<file path="src/design/pgce_defines.svh">
// timing counts, field positions and reset values for the pin capture/event block
`ifndef PGCE_DEFINES_SVH
`define PGCE_DEFINES_SVH
`define PGCE_CLK_PERIOD_NS  10
`define PGCE_STABLE_NS      40
`define PGCE_STABLE_CYC     ((`PGCE_STABLE_NS / `PGCE_CLK_PERIOD_NS) + 1)
`define PGCE_PULSE_NS       100
`define PGCE_PULSE_CYC      (`PGCE_PULSE_NS / `PGCE_CLK_PERIOD_NS)
`define PGCE_OUT_LAT_NS     40
`define PGCE_OUT_LAT_CYC    (`PGCE_OUT_LAT_NS / `PGCE_CLK_PERIOD_NS)
`define PGCE_TOG_LAT_NS     30
`define PGCE_TOG_LAT_CYC    (`PGCE_TOG_LAT_NS / `PGCE_CLK_PERIOD_NS)
`define PGCE_CAP_LAT_NS     65
`define PGCE_DLY_DEPTH      4
`define PGCE_STS_TS_LSB     0
`define PGCE_STS_TS_W       6
`define PGCE_STS_TIMER_A    8
`define PGCE_STS_TIMER_B    9
`define PGCE_STS_RISE_LSB   16
`define PGCE_STS_FALL_LSB   24
`define PGCE_STS_RESET      32'h0000_0000
`define PGCE_CAP_RESET      32'h0000_0000
`endif

</file>
<file path="src/design/pgce_pkg.sv">
// types shared by the pin capture/event block
package pgce_pkg;
  typedef enum logic [1:0] {
    PGCE_MODE_PULSE  = 2'h0,
    PGCE_MODE_TOGGLE = 2'h1,
    PGCE_MODE_FLAG   = 2'h2
  } pgce_mode_t;
  typedef logic [31:0] pgce_word_t;
endpackage : pgce_pkg

</file>
<file path="src/design/pgce_capture_event.sv">
// pin time capture, timer flag clearing, compare event outputs and unit summary event
`include "pgce_defines.svh"

module pgce_capture_event
  import pgce_pkg::*;
#(
  parameter int PINS  = 8,
  parameter int SEC_W = 32,
  parameter int NS_W  = 32
) (
  // clock and reset
  input  wire logic                       sys_clk,
  input  wire logic                       rst_n,
  // running time of day
  input  wire logic [SEC_W-1:0]           tod_seconds,
  input  wire logic [NS_W-1:0]            tod_nanoseconds,
  // compare targets, channel A then B
  input  wire logic [1:0][SEC_W-1:0]      target_seconds,
  input  wire logic [1:0][NS_W-1:0]       target_nanoseconds,
  // pins
  input  wire logic [PINS-1:0]            pin_in,
  output logic      [PINS-1:0]            pin_out,
  output logic      [PINS-1:0]            pin_oe_n,
  // pin configuration
  input  wire logic [PINS-1:0]            pin_direction_out,
  input  wire logic [PINS-1:0]            pin_data_out,
  input  wire logic [PINS-1:0]            pin_buffer_type,
  input  wire logic [PINS-1:0]            pin_polarity_bits,
  input  wire logic [PINS-1:0]            event_output_enables,
  input  wire logic [PINS-1:0]            event_channel_selects,
  // capture configuration
  input  wire logic [PINS-1:0]            rise_capture_enables,
  input  wire logic [PINS-1:0]            fall_capture_enables,
  input  wire logic [PINS-1:0]            rise_capture_lock,
  input  wire logic [PINS-1:0]            fall_capture_lock,
  // general configuration
  input  wire logic [1:0]                 timer_clear_enable,
  input  wire logic [1:0][2:0]            timer_clear_select,
  input  wire pgce_mode_t                 event_mode_a,
  input  wire pgce_mode_t                 event_mode_b,
  // command
  input  wire logic                       manual_capture_cmd,
  input  wire logic [3:0]                 manual_capture_select,
  // interrupt status and enable
  input  wire logic [`PGCE_STS_TS_W-1:0]  timestamp_events,
  input  wire pgce_word_t                 ptp_irq_clear,
  input  wire pgce_word_t                 ptp_irq_enable,
  output pgce_word_t                      ptp_irq_status,
  output logic                            ptp_summary_event,
  output logic      [PINS-1:0]            pin_edge_events,
  // capture registers
  output logic [7:0][SEC_W-1:0]           rise_capture_seconds,
  output logic [7:0][NS_W-1:0]            rise_capture_nanoseconds,
  output logic [7:0][SEC_W-1:0]           fall_capture_seconds,
  output logic [7:0][NS_W-1:0]            fall_capture_nanoseconds
);

  localparam int STABLE_CYC = `PGCE_STABLE_CYC;
  localparam int PULSE_CYC  = `PGCE_PULSE_CYC;
  // each tap is the latency less three fixed register stages
  localparam int PULSE_TAP  = `PGCE_OUT_LAT_CYC - 3;
  localparam int TOG_TAP    = `PGCE_TOG_LAT_CYC - 3;
  localparam int FLAG_TAP   = `PGCE_OUT_LAT_CYC - 3;

  function automatic logic time_reached(input logic [SEC_W-1:0] sec,
                                        input logic [NS_W-1:0]  ns,
                                        input logic [SEC_W-1:0] tsec,
                                        input logic [NS_W-1:0]  tns);
    time_reached = (sec > tsec) || ((sec == tsec) && (ns >= tns));
  endfunction : time_reached

  // one-hot pick of a capture set for a manual command
  function automatic logic [7:0] set_pick(input logic       hit,
                                          input logic [2:0] idx);
    set_pick = hit ? (8'h01 << idx) : 8'h00;
  endfunction : set_pick

  // a set flag with its lock refuses pin loads; manual loads always pass
  function automatic logic [7:0] load_gate(input logic [7:0] pin_ev,
                                           input logic [7:0] lock,
                                           input logic [7:0] flags,
                                           input logic [7:0] man);
    load_gate = (pin_ev & ~(lock & flags)) | man;
  endfunction : load_gate

  // synchroniser and stability filter
  logic [PINS-1:0] sync_a;
  logic [PINS-1:0] sync_b;
  logic [PINS-1:0] filt;
  logic [2:0]      stab_cnt [PINS];
  logic [PINS-1:0] differs;
  logic [PINS-1:0] settle;
  logic [PINS-1:0] active_now;
  logic [PINS-1:0] is_input;
  logic [PINS-1:0] act_rise;
  logic [PINS-1:0] act_fall;

  always_ff @(posedge sys_clk or negedge rst_n) begin
    if (!rst_n) begin
      sync_a <= '0;
      sync_b <= '0;
    end else begin
      sync_a <= pin_in;
      sync_b <= sync_a;
    end
  end

  assign differs = sync_b ^ filt;

  // the edge is taken from the cycle the filter flips, saving one stage of latency
  always_comb begin
    for (int i = 0; i < PINS; i++) begin
      settle[i] = differs[i] && (stab_cnt[i] == 3'(STABLE_CYC - 1));
    end
  end

  always_ff @(posedge sys_clk or negedge rst_n) begin
    if (!rst_n) begin
      filt <= '0;
      for (int i = 0; i < PINS; i++) begin
        stab_cnt[i] <= 3'h0;
      end
    end else begin
      for (int i = 0; i < PINS; i++) begin
        if (!differs[i] || settle[i]) begin
          stab_cnt[i] <= 3'h0;
        end else begin
          stab_cnt[i] <= stab_cnt[i] + 3'h1;
        end
        if (settle[i]) begin
          filt[i] <= sync_b[i];
        end
      end
    end
  end

  assign active_now = sync_b ^ pin_polarity_bits;
  assign is_input   = ~(pin_direction_out | event_output_enables);
  assign act_rise   = settle & active_now & is_input;
  assign act_fall   = settle & ~active_now & is_input;

  // ordinary pin interrupt source; manual captures never reach it
  always_ff @(posedge sys_clk or negedge rst_n) begin
    if (!rst_n) begin
      pin_edge_events <= '0;
    end else begin
      pin_edge_events <= act_rise | act_fall;
    end
  end

  // capture decode
  logic [7:0] rise_flags;
  logic [7:0] fall_flags;
  logic [7:0] man_rise;
  logic [7:0] man_fall;
  logic [7:0] pin_rise_ev;
  logic [7:0] pin_fall_ev;
  logic [7:0] rise_load;
  logic [7:0] fall_load;

  assign man_rise = set_pick(manual_capture_cmd && !manual_capture_select[3],
                             manual_capture_select[2:0]);
  assign man_fall = set_pick(manual_capture_cmd && manual_capture_select[3],
                             manual_capture_select[2:0]);
  assign pin_rise_ev = 8'(act_rise & rise_capture_enables);
  assign pin_fall_ev = 8'(act_fall & fall_capture_enables);
  // lock only guards pin edges; manual always writes
  assign rise_load = load_gate(pin_rise_ev, 8'(rise_capture_lock),
                               rise_flags, man_rise);
  assign fall_load = load_gate(pin_fall_ev, 8'(fall_capture_lock),
                               fall_flags, man_fall);

  // both halves latched on one edge from one sample keep the pair coherent
  always_ff @(posedge sys_clk or negedge rst_n) begin
    if (!rst_n) begin
      rise_capture_seconds     <= '0;
      rise_capture_nanoseconds <= '0;
      fall_capture_seconds     <= '0;
      fall_capture_nanoseconds <= '0;
    end else begin
      for (int i = 0; i < 8; i++) begin
        if (rise_load[i]) begin
          rise_capture_seconds[i]     <= tod_seconds;
          rise_capture_nanoseconds[i] <= tod_nanoseconds;
        end
        if (fall_load[i]) begin
          fall_capture_seconds[i]     <= tod_seconds;
          fall_capture_nanoseconds[i] <= tod_nanoseconds;
        end
      end
    end
  end

  // compare channels
  logic [1:0] reached;
  logic [1:0] reached_q;
  logic [1:0] cmp_event;
  logic [1:0] timer_flags;
  logic [1:0] pin_clear;

  assign reached[0] = time_reached(tod_seconds, tod_nanoseconds,
                                   target_seconds[0], target_nanoseconds[0]);
  assign reached[1] = time_reached(tod_seconds, tod_nanoseconds,
                                   target_seconds[1], target_nanoseconds[1]);
  assign cmp_event  = reached & ~reached_q;
  // only the active-going edge clears; the release edge is ignored
  assign pin_clear[0] = timer_clear_enable[0] && act_rise[timer_clear_select[0]];
  assign pin_clear[1] = timer_clear_enable[1] && act_rise[timer_clear_select[1]];

  always_ff @(posedge sys_clk or negedge rst_n) begin
    if (!rst_n) begin
      reached_q <= 2'h0;
    end else begin
      reached_q <= reached;
    end
  end

  // status register; a set in the same cycle as a clear wins
  pgce_word_t sts_set;
  pgce_word_t sts_clr;

  always_comb begin
    sts_set = '0;
    sts_set[`PGCE_STS_TS_LSB +: `PGCE_STS_TS_W] = timestamp_events;
    sts_set[`PGCE_STS_TIMER_A] = cmp_event[0];
    sts_set[`PGCE_STS_TIMER_B] = cmp_event[1];
    sts_set[`PGCE_STS_RISE_LSB +: 8] = pin_rise_ev | man_rise;
    sts_set[`PGCE_STS_FALL_LSB +: 8] = pin_fall_ev | man_fall;
    sts_clr = ptp_irq_clear;
    sts_clr[`PGCE_STS_TIMER_A] = ptp_irq_clear[`PGCE_STS_TIMER_A] | pin_clear[0];
    sts_clr[`PGCE_STS_TIMER_B] = ptp_irq_clear[`PGCE_STS_TIMER_B] | pin_clear[1];
  end

  always_ff @(posedge sys_clk or negedge rst_n) begin
    if (!rst_n) begin
      ptp_irq_status <= `PGCE_STS_RESET;
    end else begin
      ptp_irq_status <= (ptp_irq_status & ~sts_clr) | sts_set;
    end
  end

  assign rise_flags  = ptp_irq_status[`PGCE_STS_RISE_LSB +: 8];
  assign fall_flags  = ptp_irq_status[`PGCE_STS_FALL_LSB +: 8];
  assign timer_flags = {ptp_irq_status[`PGCE_STS_TIMER_B], ptp_irq_status[`PGCE_STS_TIMER_A]};
  assign ptp_summary_event = |(ptp_irq_status & ptp_irq_enable);

  // event channel waveforms, delayed to meet the output latency
  logic [`PGCE_DLY_DEPTH-1:0] ev_dly   [2];
  logic [`PGCE_DLY_DEPTH-1:0] flag_dly [2];
  logic [3:0]                 pulse_cnt [2];
  logic [1:0]                 toggle_q;
  logic [1:0]                 chan_level;
  pgce_mode_t                 chan_mode [2];

  assign chan_mode[0] = event_mode_a;
  assign chan_mode[1] = event_mode_b;

  always_ff @(posedge sys_clk or negedge rst_n) begin
    if (!rst_n) begin
      toggle_q <= 2'h0;
      for (int c = 0; c < 2; c++) begin
        ev_dly[c]    <= '0;
        flag_dly[c]  <= '0;
        pulse_cnt[c] <= 4'h0;
      end
    end else begin
      for (int c = 0; c < 2; c++) begin
        ev_dly[c]   <= {ev_dly[c][`PGCE_DLY_DEPTH-2:0], cmp_event[c]};
        flag_dly[c] <= {flag_dly[c][`PGCE_DLY_DEPTH-2:0], timer_flags[c]};
        // toggle runs in every mode, so a mode switch shows the last phase
        if (ev_dly[c][TOG_TAP]) begin
          toggle_q[c] <= ~toggle_q[c];
        end
        if (ev_dly[c][PULSE_TAP]) begin
          pulse_cnt[c] <= 4'(PULSE_CYC);
        end else if (pulse_cnt[c] != 4'h0) begin
          pulse_cnt[c] <= pulse_cnt[c] - 4'h1;
        end
      end
    end
  end

  always_comb begin
    for (int c = 0; c < 2; c++) begin
      case (chan_mode[c])
        PGCE_MODE_PULSE:  chan_level[c] = pulse_cnt[c] != 4'h0;
        PGCE_MODE_TOGGLE: chan_level[c] = toggle_q[c];
        PGCE_MODE_FLAG:   chan_level[c] = flag_dly[c][FLAG_TAP];
        default:          chan_level[c] = 1'b0;
      endcase
    end
  end

  // pin drivers
  logic [PINS-1:0] drive_val;
  logic [PINS-1:0] drive_want;

  always_comb begin
    for (int i = 0; i < PINS; i++) begin
      drive_val[i] = event_output_enables[i]
                     ? chan_level[event_channel_selects[i]] ^ pin_polarity_bits[i]
                     : pin_data_out[i];
    end
  end

  assign drive_want = pin_direction_out | event_output_enables;

  // open-drain only pulls low, whatever the source
  always_ff @(posedge sys_clk or negedge rst_n) begin
    if (!rst_n) begin
      pin_out  <= '0;
      pin_oe_n <= '1;
    end else begin
      pin_out  <= drive_val & ~pin_buffer_type;
      pin_oe_n <= ~(drive_want & ~(pin_buffer_type & drive_val));
    end
  end

endmodule : pgce_capture_event

</file>
<file path="config.mk">
export PLATFORM = sky130hd
export DESIGN_NAME = pgce_capture_event
export DESIGN_NICKNAME = d
export VERILOG_FILES = /design/src/design/pgce_pkg.sv /design/src/design/pgce_capture_event.sv
export VERILOG_INCLUDE_DIRS = /design/src /design/src/design
export SDC_FILE = /design/constraint.sdc
export NUM_CORES = 2
export LEC_CHECK = 0
export ABC_AREA = 1
export BUFFER_PORTS_ARGS = -buffer_cell sky130_fd_sc_hd__clkbuf_2
export CELL_PAD_IN_SITES_DETAIL_PLACEMENT = 1
export CELL_PAD_IN_SITES_GLOBAL_PLACEMENT = 2
export CORE_AREA = 2 2 571 573
export CTS_CLUSTER_SIZE = 20
export DETAILED_ROUTE_END_ITERATION = 8
export DIE_AREA = 0 0 573 575
export PLACE_DENSITY = 0.55
export SYNTH_ARGS = -nofsm -noshare
export SYNTH_HDL_FRONTEND = slang
export SYNTH_SLANG_ARGS = --single-unit
</file>
<file path="constraint.sdc">
create_clock -name sys_clk -period 5.2 [get_ports sys_clk]
set_input_delay 0.26 -clock sys_clk [delete_from_list [all_inputs] [get_ports sys_clk]]
set_output_delay 0.26 -clock sys_clk [all_outputs]
set_load 0.1 [all_outputs]
</file>
* Word level (Yosys, flattened, before mapping) *
Cells that the tools add are included.

storage, ports and cells
  word-level logic and storage cells = 232
  output and inout bits = 1081
  bits in registers = 1148
  input port bits = 369

operators by class
  equality and inequality tests = 14
  bitwise logic cells = 46
  order comparisons = 14
  reduce and logical (&&, ||, !) cells = 40
  add/subtract/negate cells = 10
  shift-type cells = 1
  mux-type cells = 44

operators with widths
  operator                                                                      count
  8-bit bitwise AND                                                             13
  32-bit bitwise AND                                                            2
  32-bit equality test                                                          2
  32-bit >= comparator                                                          2
  32-bit greater-than comparator                                                2
  8-bit inverter                                                                7
  8-bit OR                                                                      6
  32-bit inverter                                                               1
  32-bit OR                                                                     1
  32-bit OR reduction                                                           1
  1-bit two-way mux                                                             26
  3-bit by 1-bit adder with 3-bit output, second input constant                 8
  3-bit equality test, second input constant                                    8
  3-bit two-way mux                                                             8
  1-bit by 2-bit less-than comparator with 1-bit output, second input constant  8
  4-bit two-way mux                                                             4
  8-bit two-way mux                                                             2
  8-bit XOR                                                                     2
  1-bit logical AND                                                             14
  1-bit logical OR                                                              10
  1-bit zero test                                                               9
  3-bit by 4-bit less-than comparator with 1-bit output, second input constant  2
  4-bit nonzero test                                                            2
  1-bit by 3-bit << shifter with 8-bit output, first input constant             1
  other kinds (12)                                                              28

* Logic depth before layout (Yosys ltp) *
  word-level depth = 11
  mapped depth = 16
  mapped depth without buffers = 15

* Worst setup path after synthesis *
OpenSTA, ideal clock, no wires.

  path kind = flip-flop to output port
  start point = reg ptp_irq_status[17]
  end point = out ptp_summary_event
  required time = 4.940 ns
  path slack = 2.691 ns
  cell stages (with the launch flop) = 7
  buffers on the path = 0
  arrival = 2.249 ns
  cell sequence = dfrtp_1 -> nand2_1 -> nand2_1 -> a221oi_1 -> nand2_1 -> nor3_1 -> nand4_1

between the ends
  longest elaborated chain between the ends = 2

RTL lines
  what                    line                       text
  start, declared         pgce_capture_event.sv:48   output pgce_word_t ptp_irq_status,
  start signal, assigned  pgce_capture_event.sv:236  ptp_irq_status <= `PGCE_STS_RESET;
  start signal, assigned  pgce_capture_event.sv:238  ptp_irq_status <= (ptp_irq_status & ~sts_clr) | sts_set;
  32-bit bitwise AND      pgce_capture_event.sv:245  assign ptp_summary_event = |(ptp_irq_status & ptp_irq_enable);
  32-bit OR reduction     pgce_capture_event.sv:245
  end, declared           pgce_capture_event.sv:49   output logic ptp_summary_event,

Every way passes these cells.

* Worst setup path after layout *
  start point = reg pulse_cnt[1] (netlist name)
  end point = reg pin_out[5]

between the ends
  longest elaborated chain between the ends = 7

RTL lines
  what                                                   line                       text
  start, declared                                        pgce_capture_event.sv:250  logic [3:0] pulse_cnt [2];
  start signal, assigned by index                        pgce_capture_event.sv:275  pulse_cnt[c] <= 4'(PULSE_CYC);
  start signal, assigned by index                        pgce_capture_event.sv:277  pulse_cnt[c] <= pulse_cnt[c] - 4'h1;
  4-bit nonzero test                                     pgce_capture_event.sv:286  PGCE_MODE_PULSE: chan_level[c] = pulse_cnt[c] != 4'h0;
  1-bit one-hot mux with 3 select lines                  pgce_capture_event.sv:285  case (chan_mode[c])
  1-bit two-way mux (implied by the code) (2 in series)  pgce_capture_event.sv:301  ? chan_level[event_channel_selects[i]] ^ pin_polarity_bits[i]
  1-bit XOR                                              pgce_capture_event.sv:301
  1-bit two-way mux                                      pgce_capture_event.sv:301
  8-bit bitwise AND                                      pgce_capture_event.sv:314  pin_out <= drive_val & ~pin_buffer_type;
  end signal, assigned                                   pgce_capture_event.sv:314
  end, declared                                          pgce_capture_event.sv:22   output logic [PINS-1:0] pin_out,

Every way passes these cells. The select of a mux whose other input is x is not followed.
A chain may end at the register's enable or synchronous reset.

==> impl_metrics.env <==
export IMPL_place_ws_ps=2050
export IMPL_outcome="finished, final reports clean"
export IMPL_ys_top_cells_by_area="dfrtp_1 61%, nand2_1 11%, o21ai_0 7.3%"
export IMPL_slowest_stage="dlygate4sd3_1"
export IMPL_num_nets_final=6786
export IMPL_synth_nets=5268
export IMPL_grt_pass1_vias=42400
export IMPL_drive_gt1_share_pct=29.9
export IMPL_setup_tns_ps=0
export IMPL_area_growth_pct=38.8
export IMPL_p_int_mw=20.2
export IMPL_drc=0
export IMPL_ys_seq_elements=1148
export IMPL_syn_area_per_cell_um2=9.78
export IMPL_portBuffers=1449
export IMPL_yosysTopAreaCell="dfrtp_1"
export IMPL_worst_path_max_fanout=8
export IMPL_clock_skew_ps=60.4
export IMPL_slew_violations=0
export IMPL_synth_top_family_by_area="simple AND/OR/NAND/NOR gates"
export IMPL_grt_overflow=0
export IMPL_setup_viol=0
export IMPL_grt_util_all_layers_pct=15.8
export IMPL_critPathCaptureType="flip-flop"
export IMPL_wl_per_cell_um=25.0
export IMPL_nFillCells=38145
export IMPL_synthTopCellsByCount="1387 x nand2_1, 1140 x dfrtp_1, 680 x o21ai_0, 366 x inv_1, 304 x o21ai_1"
export IMPL_synth_edf_count=0
export IMPL_dr_pass1_iters=7
export IMPL_crit_top_cell="nand3_1"
export IMPL_clock_latency_ps=830
export IMPL_synth_top_cell_area_share_pct=61.4
export IMPL_max_freq_ghz=0.253
export IMPL_p_per_area_nw_per_um2=713
export IMPL_yosysMostFrequentCell="nand2_1"
export IMPL_swShare_pct=56.1
export IMPL_final_hold_violation_count=0
export IMPL_vdd_ir_drop_max_mv=0.366
export IMPL_synth_flop_cell="dfrtp_1"
export IMPL_final_core_util_pct=20.0
export IMPL_die_area_um2=329000
export IMPL_routed_via_density=3.75
export IMPL_tightest_slew_ps=1290
export IMPL_num_vias=40275
export IMPL_synthCells=4751
export IMPL_ctsResizeCount=0
export IMPL_cp_data_arrival_time_ps=4650
export IMPL_antenna_found_initial=63
export IMPL_min_path_type="in2reg"
export IMPL_design_area_um2=64500
export IMPL_critPathLaunchType="flip-flop"
export IMPL_io_pins=1450
export IMPL_netlist_area_um2=46500
export IMPL_max_cap_violations=0
export IMPL_postCtsSetupBuffers=0
export IMPL_clockBufferDepth=4
export IMPL_gp_congestion=0.896
export IMPL_rsz0062_at_grt="false"
export IMPL_power_mw=46.0
export IMPL_clockRootBuffer="clkbuf_16"
export IMPL_cellLeakagePower_nw=32.9
export IMPL_min_period_over_period_pct=76.0
export IMPL_dpl_hpwl_um=204000
export IMPL_p_comb_share_pct=49.5
export IMPL_grt_max_degree=163
export IMPL_critical_path_class="reg2reg"
export IMPL_p_seq_share_pct=27.4
export IMPL_yosys_area_share_simple_pct=13.8
export IMPL_grt_pass1_wl_um=365000
export IMPL_dpl_cell_area_um2=58300
export IMPL_cp_required_ps=5900
export IMPL_ctsHtreeMaxLevel=4
export IMPL_coreArea_um2=323000
export IMPL_period_minus_slack_ps=3950
export IMPL_setup_ws_ps=1250
export IMPL_synth_warnings=0
export IMPL_switching_power_mw=25.8
export IMPL_num_rows=209
export IMPL_synth_compound_area_share_pct=13.2
export IMPL_clk_pin_slew_ps=60
export IMPL_start_util_pct=14.4
export IMPL_drtIter0Drc=2498
export IMPL_cp_cell_sequence="inv_1 -> ha_1 -> nand3_1 -> nand3_1 -> nand3_1 -> nand3_1 -> nand3_1 -> dlygate4sd3_1 -> nand2_1 -> dlygate4sd3_1 -> nor2_1 -> dlygate4sd3_1"
export IMPL_synthDistinctLibCells=37
export IMPL_ys_seq_area_share_pct=61.9
export IMPL_slowest_delay_ps=630
export IMPL_cts_tree="done"
export IMPL_synthAdderAreaFrac_pct=3.99
export IMPL_die_y_um=575
export IMPL_slew_headroom_pct=14.3
export IMPL_die_width_um=573
export IMPL_postCtsHoldBufs=118
export IMPL_postRouteAntennaNets=0
export IMPL_synth_area_mux_share_pct=0
export IMPL_clock_sinks=1148
export IMPL_async_flop_share_pct=100
export IMPL_cts_buffers=150
export IMPL_clock_power_share_pct=23.1
export IMPL_wl_um=268000
export IMPL_synth_xor_area_share_pct=0.226
area by class of cell:
cell class | instances | area [um2] | area share, %
inverter | 373 | 1400 | 2.17
clock buffer | 206 | 4240 | 6.57
sequential | 1148 | 28700 | 44.5
clock inverter | 52 | 687 | 1.06
tap | 4325 | 5410 | 8.39
timing repair buffer | 1655 | 9300 | 14.4
antenna | 35 | 87.6 | 0.136
multi-input combinational | 2941 | 14700 | 22.7
routing by layer:
metal / global-route usage (%) / vias up / wire length, um
li1: - / 18444 / -
met2: 27.8 / 1393 / 133000
met3: 4.90 / 323 / 21900
met1: 18.5 / 20083 / 106000
met5: 0 / - / 235
met4: 4.36 / 32 / 6780
path summary, 6_finish.rpt:
path / from / end / slack [ps] / depth (start not counted)
worst max register to register: pulse_cnt[1] / pin_out[5] / 1250 / 12
worst max-delay path: pulse_cnt[1] / pin_out[5] / 1250 / 12
max in group asynchronous: rst_n / rise_capture_seconds[77] / 3440 / 3
min in group asynchronous: rst_n / rise_capture_nanoseconds[54] / 140 / 2
worst min register to register: flag_dly[4] / flag_dly[5] / 340 / 0
worst min-delay path: tod_seconds[2] / rise_capture_seconds[98] / 100 / 4
critical path, delay by kind of cell (launching register included):
family,cells,cell delay [ps]
adder cells (fa/ha/maj),1,190
buffers and inverters,4,1810
flip-flops,1,350
AND/OR/NAND/NOR,7,1550
registers in the layout (all words and copies together), names as in the netlist:
signal	flops
ev_dly	4
fall_capture_nanoseconds	256
fall_capture_seconds	256
filt	8
flag_dly	4
pin_edge_events	8
pin_oe_n	8
pin_out	8
ptp_irq_status	32
pulse_cnt	8
reached_q	2
rise_capture_nanoseconds	256
rise_capture_seconds	256
stab_cnt	24
sync_a	8
sync_b	8
toggle_q	2
through the flow:
step | hold WS (ps) | std cells
2_1_floorplan | -35.6 | 4751
3_3_place_gp | 332 | 10324
3_5_place_dp | 336 | 10324
4_1_cts | 20.0 | 10700
5_1_grt | 76.0 | 10709
6_report | 105 | 10735
cell usage in the layout, fill, tap and decap left out, types with 3 or more instances in the layout:
master,instances
a21o_1,6
a21oi_1,56
clkbuf_16,151
clkinv_8,3
bufinv_16,10
o21bai_1,17
nand2_1,1374
nand3b_1,8
a221oi_1,4
inv_16,3
o21ai_1,304
clkinv_1,11
nand4_1,34
nor2_1,95
ha_1,148
dlygate4sd3_1,118
o211ai_1,7
dfrtp_1,1140
nor2_2,3
inv_2,24
buf_4,72
xor2_1,4
xnor2_1,8
buf_12,16
dfstp_2,8
nand3_1,79
diode_2,35
o21a_1,4
clkbuf_1,30
nand2_4,14
clkbuf_2,1448
clkinvlp_4,4
o21ai_0,680
inv_6,8
o21ai_2,71
clkinv_2,20
or2_2,10
inv_1,338
clkbuf_8,25
logic make-up (layout without fill, tap and decap cells):
family,after synthesis,count (layout)
buf+inv,662,2286
simple gates,1628,1628
flops,1148,1148
fa+ha+maj,148,148
other cells,0,35
xor+xnor,12,12
compound gates,1153,1153
power groups by stage:
stage / registers (mW) / logic (mW) / clock network (mW)
6_report: 12.6 / 22.8 / 10.6
5_1_grt: 12.9 / 23.6 / 11.3
4_1_cts: 12.6 / 23.0 / 11.0
3_5_place_dp: 12.7 / 22.9 / 0
3_3_place_gp: 12.6 / 22.7 / 0
2_1_floorplan: 28.1 / 2.37 / 0
No activity file was read; power rests on OpenSTA's default activity.
